`src/rtl/chp_pkg.sv`:
```
package chp_pkg;

  // ==========================================================
  // Sizes
  localparam int CHP_NCH = 8;
  localparam int CHP_DLY_W = 5;
  localparam int CHP_STEP_W = 16;
  localparam int CHP_SLOTS = 32;

  // ==========================================================
  // Register byte offsets
  localparam logic [11:0] CHP_OFS_EN_MODE = 12'h000;
  localparam logic [11:0] CHP_OFS_FMASK = 12'h004;
  localparam logic [11:0] CHP_OFS_STEP = 12'h008;
  localparam logic [11:0] CHP_OFS_FLAGS = 12'h00C;
  localparam logic [11:0] CHP_OFS_STATUS = 12'h010;
  localparam logic [11:0] CHP_OFS_DLY0 = 12'h020;
  localparam logic [11:0] CHP_OFS_DLY_LAST = 12'h03C;

  // ==========================================================
  // Field positions in the flag register
  localparam int CHP_FLG_RESET_SEEN = 0;
  localparam int CHP_FLG_ENABLE_LOW = 1;
  localparam int CHP_FLG_SYNC_SEEN = 2;

  // Field positions in the status register
  localparam int CHP_STS_CHAN_LSB = 0;
  localparam int CHP_STS_FAULT = 8;
  localparam int CHP_STS_ENABLE = 9;

  // ==========================================================
  // Reset values
  localparam logic [7:0] CHP_RST_EN_MODE = 8'h00;
  localparam logic [7:0] CHP_RST_FMASK = 8'h00;
  localparam logic [15:0] CHP_RST_STEP = 16'h0138;
  localparam logic [4:0] CHP_RST_DLY = 5'h00;

endpackage

```
`src/rtl/chp_sync.sv`:
```
`timescale 1ns/10ps

module chp_sync import chp_pkg::*; #(
  parameter int WIDTH = 1,
  parameter logic [WIDTH-1:0] INIT = '0
) (
  input wire logic mclk,
  input wire logic reset,
  input wire logic [WIDTH-1:0] din,
  output logic [WIDTH-1:0] dout
);

  logic [WIDTH-1:0] meta_ff;
  logic [WIDTH-1:0] sync_ff;

  // ==========================================================
  // Two-stage synchroniser; first stage feeds only the second
  always_ff @(posedge mclk) begin
    if (reset) begin
      meta_ff <= INIT;
      sync_ff <= INIT;
    end else begin
      meta_ff <= din;
      sync_ff <= meta_ff;
    end
  end

  assign dout = sync_ff;

endmodule

```
`src/rtl/chp_phase.sv`:
```
`timescale 1ns/10ps

module chp_phase import chp_pkg::*; (
  input wire logic mclk,
  input wire logic reset,
  input wire logic restart,
  input wire logic [CHP_STEP_W-1:0] step,
  input wire logic [CHP_DLY_W-1:0] delay,
  output logic period_start
);

  logic [CHP_STEP_W-1:0] sub_ff;
  logic [CHP_DLY_W-1:0] slot_ff;
  logic period_start_ff;
  logic last_sub;

  // One slot is step clocks; a period is 32 slots
  assign last_sub = (sub_ff >= step - 16'h0001) || (step == 16'h0000);

  // ==========================================================
  // Period timer; a restart places the timer delay slots before a period edge
  always_ff @(posedge mclk) begin
    if (reset) begin
      sub_ff <= '0;
      slot_ff <= '0;
    end else if (restart) begin
      sub_ff <= '0;
      slot_ff <= 5'h00 - delay;
    end else if (last_sub) begin
      sub_ff <= '0;
      slot_ff <= slot_ff + 5'h01;
    end else begin
      sub_ff <= sub_ff + 16'h0001;
    end
  end

  always_ff @(posedge mclk) begin
    if (reset) begin
      period_start_ff <= 1'b0;
    end else begin
      period_start_ff <= (slot_ff == 5'h00) && (sub_ff == 16'h0000) && !restart;
    end
  end

  assign period_start = period_start_ff;

endmodule

```
`src/rtl/chp_top.sv`:
```
`timescale 1ns/10ps

// What this block does
// Internal supply-monitor reset turns all channels off and restores register defaults.
// While reset pin is low, channels stay off and registers hold defaults.
// Enable low: each channel turns off or holds, per its behaviour bit.
// Behaviour bits reset to turn-off on enable low.
// Serial clock is fully asynchronous to the master clock.
// All timing derives from the master clock, which must keep running.
// Each channel has its own phase delay register.
// Phase delay equals offset times one thirty-second of the PWM period.
// Every sync pulse sets a latched flag readable by software.
// Reading the flag register clears the sync flag.
// A sync rising edge restarts all PWM periods with their delays.
// Host pulses sync after reset release to align channel periods.
// Fault pin pulled low while any unmasked fault is present.
// Per-fault masks are software written.
// Reset pin falling edge latches reset-seen flag; read clears it.
// Enable low latches a flag; clears on read once enable is high.
// Reset, enable and sync pins are synchronised; sync edges found after.
module chp_top import chp_pkg::*; (
  input wire logic mclk,
  input wire logic reset,
  input wire logic reset_pin_n,
  input wire logic enable_pin,
  input wire logic phase_sync_pin,
  input wire logic [CHP_NCH-1:0] chan_req,
  input wire logic [CHP_NCH-1:0] fault_in,
  output logic [CHP_NCH-1:0] chan_on,
  output logic [CHP_NCH-1:0] pwm_start,
  output logic fault_pin_out,
  output logic fault_pin_oe,
  input wire logic psel,
  input wire logic penable,
  input wire logic pwrite,
  input wire logic [11:0] paddr,
  input wire logic [31:0] pwdata,
  output logic [31:0] prdata,
  output logic pready,
  output logic pslverr
);

  // ==========================================================
  // Pin synchronisers
  logic rst_pin_n_s;
  logic enable_s;
  logic sync_s;
  logic sync_d_ff;
  logic rst_pin_d_ff;
  logic sync_rise;
  logic rst_fall;
  logic soft_reset;

  chp_sync #(.WIDTH(1), .INIT(1'b1)) u_sync_rst (
    .mclk(mclk),
    .reset(reset),
    .din(reset_pin_n),
    .dout(rst_pin_n_s)
  );

  // Enable starts high so a reset alone does not latch the enable-low flag
  chp_sync #(.WIDTH(2), .INIT(2'b10)) u_sync_pins (
    .mclk(mclk),
    .reset(reset),
    .din({enable_pin, phase_sync_pin}),
    .dout({enable_s, sync_s})
  );

  always_ff @(posedge mclk) begin
    if (reset) begin
      sync_d_ff <= 1'b0;
      rst_pin_d_ff <= 1'b1;
    end else begin
      sync_d_ff <= sync_s;
      rst_pin_d_ff <= rst_pin_n_s;
    end
  end

  assign sync_rise = sync_s && !sync_d_ff;
  assign rst_fall = rst_pin_d_ff && !rst_pin_n_s;
  // Either reset source clears control state
  assign soft_reset = reset || !rst_pin_n_s;

  // ==========================================================
  // APB slave; answers in the first cycle of the access phase, with no wait state
  logic [7:0] en_mode_ff;
  logic [7:0] fmask_ff;
  logic [CHP_STEP_W-1:0] step_ff;
  logic [CHP_DLY_W-1:0] dly_ff [CHP_NCH];
  logic [2:0] flags;
  logic reset_seen_ff;
  logic enable_low_ff;
  logic sync_seen_ff;
  logic clr_reset_seen;
  logic clr_enable_low;
  logic clr_sync_seen;
  logic fault_out_ff;
  logic [31:0] prdata_ff;
  logic pready_ff;
  logic pslverr_ff;
  logic setup;
  logic wr_done;
  logic rd_done;
  logic flags_read;
  logic [31:0] rd_val;
  logic rd_ok;
  logic fault_act_ff;
  logic [CHP_NCH-1:0] chan_on_ff;

  function automatic logic is_dly(input logic [11:0] a);
    is_dly = (a >= CHP_OFS_DLY0) && (a <= CHP_OFS_DLY_LAST) && (a[1:0] == 2'b00);
  endfunction

  function automatic int dly_idx(input logic [11:0] a);
    dly_idx = int'((a - CHP_OFS_DLY0) >> 2);
  endfunction

  assign setup = psel && !penable;
  assign wr_done = psel && penable && pready_ff && pwrite;
  assign rd_done = psel && penable && pready_ff && !pwrite;
  assign flags_read = rd_done && (paddr == CHP_OFS_FLAGS);

  always_comb begin
    rd_val = 32'h00000000;
    rd_ok = 1'b1;
    if (paddr == CHP_OFS_EN_MODE) begin
      rd_val[7:0] = en_mode_ff;
    end else if (paddr == CHP_OFS_FMASK) begin
      rd_val[7:0] = fmask_ff;
    end else if (paddr == CHP_OFS_STEP) begin
      rd_val[CHP_STEP_W-1:0] = step_ff;
    end else if (paddr == CHP_OFS_FLAGS) begin
      rd_val[2:0] = flags;
    end else if (paddr == CHP_OFS_STATUS) begin
      rd_val[CHP_STS_CHAN_LSB +: CHP_NCH] = chan_on_ff;
      rd_val[CHP_STS_FAULT] = fault_act_ff;
      rd_val[CHP_STS_ENABLE] = enable_s;
    end else if (is_dly(paddr)) begin
      rd_val[CHP_DLY_W-1:0] = dly_ff[dly_idx(paddr)];
    end else begin
      rd_ok = 1'b0;
    end
  end

  always_ff @(posedge mclk) begin
    if (reset) begin
      pready_ff <= 1'b0;
    end else begin
      pready_ff <= setup;
    end
  end

  // Error strobe stands only in the access cycle
  always_ff @(posedge mclk) begin
    if (reset) begin
      pslverr_ff <= 1'b0;
    end else begin
      pslverr_ff <= setup && !rd_ok;
    end
  end

  // Read data is captured at the setup edge and stands through the access cycle
  always_ff @(posedge mclk) begin
    if (reset) begin
      prdata_ff <= 32'h00000000;
    end else if (setup) begin
      prdata_ff <= pwrite ? 32'h00000000 : rd_val;
    end
  end

  // ==========================================================
  // Writable control registers
  always_ff @(posedge mclk) begin
    if (soft_reset) begin
      en_mode_ff <= CHP_RST_EN_MODE;
    end else if (wr_done && (paddr == CHP_OFS_EN_MODE)) begin
      en_mode_ff <= pwdata[7:0];
    end
  end

  always_ff @(posedge mclk) begin
    if (soft_reset) begin
      fmask_ff <= CHP_RST_FMASK;
    end else if (wr_done && (paddr == CHP_OFS_FMASK)) begin
      fmask_ff <= pwdata[7:0];
    end
  end

  always_ff @(posedge mclk) begin
    if (soft_reset) begin
      step_ff <= CHP_RST_STEP;
    end else if (wr_done && (paddr == CHP_OFS_STEP)) begin
      step_ff <= pwdata[CHP_STEP_W-1:0];
    end
  end

  always_ff @(posedge mclk) begin
    if (soft_reset) begin
      for (int i = 0; i < CHP_NCH; i++) begin
        dly_ff[i] <= CHP_RST_DLY;
      end
    end else if (wr_done && is_dly(paddr)) begin
      dly_ff[dly_idx(paddr)] <= pwdata[CHP_DLY_W-1:0];
    end
  end

  // ==========================================================
  // Sticky flags; a new event in the clearing cycle wins
  // A read clears only what it reported, so an event between setup and access is kept
  assign clr_reset_seen = flags_read && prdata_ff[CHP_FLG_RESET_SEEN];
  assign clr_enable_low = flags_read && prdata_ff[CHP_FLG_ENABLE_LOW];
  assign clr_sync_seen = flags_read && prdata_ff[CHP_FLG_SYNC_SEEN];

  always_ff @(posedge mclk) begin
    if (reset) begin
      reset_seen_ff <= 1'b0;
    end else if (rst_fall) begin
      reset_seen_ff <= 1'b1;
    end else if (clr_reset_seen) begin
      reset_seen_ff <= 1'b0;
    end
  end

  always_ff @(posedge mclk) begin
    if (reset) begin
      enable_low_ff <= 1'b0;
    end else if (!enable_s) begin
      enable_low_ff <= 1'b1;
    end else if (clr_enable_low) begin
      enable_low_ff <= 1'b0;
    end
  end

  always_ff @(posedge mclk) begin
    if (reset) begin
      sync_seen_ff <= 1'b0;
    end else if (sync_rise) begin
      sync_seen_ff <= 1'b1;
    end else if (clr_sync_seen) begin
      sync_seen_ff <= 1'b0;
    end
  end

  // Flag word as software sees it
  always_comb begin
    flags = 3'h0;
    flags[CHP_FLG_RESET_SEEN] = reset_seen_ff;
    flags[CHP_FLG_ENABLE_LOW] = enable_low_ff;
    flags[CHP_FLG_SYNC_SEEN] = sync_seen_ff;
  end

  // ==========================================================
  // Channel gating by the enable pin
  // Hold mode keeps the output frozen, not following chan_req
  always_ff @(posedge mclk) begin
    if (soft_reset) begin
      chan_on_ff <= '0;
    end else begin
      for (int i = 0; i < CHP_NCH; i++) begin
        if (enable_s) begin
          chan_on_ff[i] <= chan_req[i];
        end else if (!en_mode_ff[i]) begin
          chan_on_ff[i] <= 1'b0;
        end
      end
    end
  end

  // ==========================================================
  // Fault pin: open drain, driven low while an unmasked fault exists
  always_ff @(posedge mclk) begin
    if (soft_reset) begin
      fault_act_ff <= 1'b0;
    end else begin
      fault_act_ff <= |(fault_in & ~fmask_ff);
    end
  end

  // Driven level of the open-drain pin is always low; only its enable moves
  always_ff @(posedge mclk) begin
    if (reset) begin
      fault_out_ff <= 1'b0;
    end else begin
      fault_out_ff <= 1'b0;
    end
  end

  // ==========================================================
  // Per-channel PWM period timers, all on mclk
  genvar g;
  generate
    for (g = 0; g < CHP_NCH; g++) begin : g_ch
      chp_phase u_phase (
        .mclk(mclk),
        .reset(soft_reset),
        .restart(sync_rise),
        .step(step_ff),
        .delay(dly_ff[g]),
        .period_start(pwm_start[g])
      );
    end
  endgenerate

  assign chan_on = chan_on_ff;
  assign fault_pin_out = fault_out_ff;
  assign fault_pin_oe = fault_act_ff;
  assign prdata = prdata_ff;
  assign pready = pready_ff;
  assign pslverr = pslverr_ff;

endmodule

```
`config.mk`:
```
export PLATFORM = sky130hd
export DESIGN_NAME = chp_top
export DESIGN_NICKNAME = d
export VERILOG_FILES = /design/src/rtl/chp_pkg.sv /design/src/rtl/chp_sync.sv /design/src/rtl/chp_phase.sv /design/src/rtl/chp_top.sv
export SDC_FILE = /design/constraint.sdc
export NUM_CORES = 1
export LEC_CHECK = 0
export BUFFER_PORTS_ARGS = -buffer_cell sky130_fd_sc_hd__buf_4
export CAP_MARGIN = 30
export CORE_ASPECT_RATIO = 1.75
export CORE_MARGIN = 8
export CORE_UTILIZATION = 61
export DETAILED_ROUTE_END_ITERATION = 10
export HOLD_SLACK_MARGIN = 0.15
export PLACE_DENSITY = 0.84
export SYNTH_ARGS = -nofsm -noshare
export SYNTH_HDL_FRONTEND = slang
export SYNTH_SLANG_ARGS = --single-unit
export TNS_END_PERCENT = 30
```
`constraint.sdc`:
```
create_clock -name mclk -period 5.1 [get_ports mclk]
set_input_delay 1.02 -clock mclk [delete_from_list [all_inputs] [get_ports mclk]]
set_output_delay 1.02 -clock mclk [all_outputs]
set_load 0.01 [all_outputs]
```
==> out/qor.csv <==
metric,value,unit
final_hold_viol_count,0,
start_kind,flip-flop,
core,27230,um2
ctsHoldBuffers,0,
finish.utilization,68.04,%
slew_headroom,32.53,%
syn_to_final_growth,10.30,%
worst_ir_drop_vdd,293.2,uV
dr.pass1.iters,6,
ant_nets,0,
fillCellCount,2114,
end_kind,flip-flop,
antenna_found_initial,0,
post_drt_wl_per_cell,18.95,um
min_path_type,flip-flop to flip-flop,
dpl_cell_area,17690,um2
synth_top_area_share,29.32,%
portBuffers,86,
p_leak,7.384,nW
clk_latency,560,ps
post_cts_buffers,0,
r2r_slack,950,ps
gr-total-overflow,0,
cts_max_level,1,
syn_avg_cell_area,8.929,um2
required,5520,ps
setup_violations,0,
pin_count,120,
synth.cell_area,16800,um2
status,"complete, no violations",
grt_pass1_vias,14840,
yosysWarnings,0,
antennaDiodeCount,0,
drtIter0Drc,899,
synth_cells,1881,
clk_path_buf_depth,3,
yosys_register_bits,286,
period_share,81.30,%
cts_resized,0,
ys_types,72,
p_per_area,256.4,nW/um2
vias,14380,
synth_seq_area_share,36.47,%
post-route-min-period,4147,ps
clock-skew-final,15.86,ps
finalMaxSlewViolations,0,
fin_ws,953.5,ps
grt_pass1_wl,72260,um
timing.setup.tns,0,ps
cts_buffers,26,
wirelength,44250,um
cts_root_buffer,clkbuf_16,
async_flop_share,0,%
mostFrequentLayoutCell,nor2_1,
die_h,235.5,um
cp_max_fo,8,
rows,80,
dieArea,33310,um2
drive_above_1_share,11.34,%
grt_max_degree,74,
synth.area.top_cells,"dfxtp_1 29%, ha_1 12%, edfxtp_1 7.2%",
cap_viol_max_count,0,
cts_sinks,286,
fmax,241.2,MHz
die_x,141.4,um
clkSlewWorstSetupHoldPaths,70,ps
arrival,4570,ps
design_area,18530,um2
grt_usage,26.58,%
final_cell_mix,"257 x nor2_1, 246 x dfxtp_1, 161 x ha_1",
final_net_count,2175,
vias_per_cell,6.159,
cts_tree,built,
post-place-ws,984.9,ps
start_util,61.69,%
dp_hpwl,31870,um
worst_pin_slew,1004,ps
fin_total_pwr,4.750,mW
ys.flop_type,dfxtp_1,
synth_top_cell_by_area,dfxtp_1,
drc,0,
grt_setup_unrepaired,false,
routabilityCongestion,0.8809,
synth_edf_count,40,
setup.worst_path.class,flip-flop to flip-flop,
==> power breakdown <==
group	switching, mW	internal, mW	total (mW)
Combinational	0.229	0.157	0.387
Clock	0.881	1.09	1.97
Sequential	0.0598	2.34	2.40
==> synthesized netlist by cell type (6+ instances only) <==
master / count
or2_2: 11
a21oi_1: 71
nor3b_1: 18
nor4_1: 42
nor3_1: 49
a31oi_1: 8
a221oi_1: 7
and3_1: 39
a211oi_1: 27
ha_1: 161
o21ai_0: 36
mux2i_1: 37
o21a_1: 14
xnor2_1: 75
dfxtp_1: 246
buf_1: 7
edfxtp_1: 40
nor2_2: 9
nand2_1: 140
o211ai_1: 8
a32oi_1: 8
o2111ai_1: 8
and2_1: 45
inv_1: 74
nand3_1: 81
nor2b_1: 14
clkbuf_1: 44
a22oi_1: 32
buf_2: 6
nand4_1: 20
buf_4: 27
nand2b_1: 15
a21o_1: 20
xor2_1: 72
nor2_1: 257
or3b_2: 6
o32ai_1: 24
mux4_2: 10
==> state kept, by name, summed over array words and instances, names as in the netlist, 2 cells and up <==
signal                     flops
chan_on                        8
dly_ff                        40
en_mode_ff                     8
fmask_ff                       8
g_ch.u_phase.period_start      8
g_ch.u_phase.slot_ff          40
g_ch.u_phase.sub_ff          128
prdata                        16
step_ff                       16
u_sync_pins.dout               2
u_sync_pins.meta_ff            2
==> final cells by class <==
| type | instances | area [um2] | area share, % |
|---|---|---|---|
| multi-input cells | 1448 | 9997 | 53.96 |
| flip-flops and latches | 286 | 6126 | 33.07 |
| repair buffers | 110 | 825.8 | 4.458 |
| clock buffers | 40 | 764.5 | 4.127 |
| well taps | 369 | 461.7 | 2.492 |
| inverters | 74 | 277.8 | 1.499 |
| clock inverters | 8 | 72.57 | 0.3917 |
==> worst max-delay path: stages, from the launching register on <==
cell,delay [ps]
dfxtp_1,340
nor3_1,330
or3b_2,550
nor3_1,310
nand2_1,110
xor2_1,150
buf_4,260
ha_1,280
and2_1,170
a221oi_1,230
nor2b_1,70
o21ai_0,210
or3b_2,480
nor2_1,330
o32ai_1,160
==> final timing paths <==
kind	startpoint	to	cells after the start
worst min-delay path	u_sync_rst.meta_ff$_SDFF_PP1_	u_sync_rst.dout$_SDFF_PP1_	1
worst max register to register	step_ff[0]$_SDFFE_PP0P_	g_ch[2].u_phase.slot_ff[3]$_SDFFE_PP0P_	14
worst max-delay path	step_ff[0]$_SDFFE_PP0P_	g_ch[2].u_phase.slot_ff[3]$_SDFFE_PP0P_	14
worst min register to register	u_sync_rst.meta_ff$_SDFF_PP1_	u_sync_rst.dout$_SDFF_PP1_	1
==> through the flow <==
step | hold slack, ps | cells
6_report | 412.2 | 2335
5_1_grt | 424.5 | 2335
4_1_cts | 408.4 | 2335
3_5_place_dp | 403.5 | 2287
3_3_place_gp | 392.8 | 2287
2_1_floorplan | 389.5 | 1897
==> metal layers <==
metal  wire (um)  part of all wire, %  track usage (%)  vias to the layer above
li1            -                    -                -                     6777
met4        3261                  7.4            19.53                        0
met3        2826                  6.4            4.934                      203
met2       22210                   50            47.70                      591
met1       15960                   36            26.79                     6810
met5           0                    0                0                        -
==> cells by family after synthesis <==
group,after synthesis,share of synthesized area [%]
flip-flops,286,36.47
AO/OA/AOI/OAI,296,12.64
other,1,0.02233
multiplexers,49,3.680
XOR/XNOR,148,7.762
buffers and inverters,163,4.514
adder cells (fa/ha/maj),161,11.99
AND/OR/NAND/NOR,777,22.91
(Power assumes the default switching activity.)
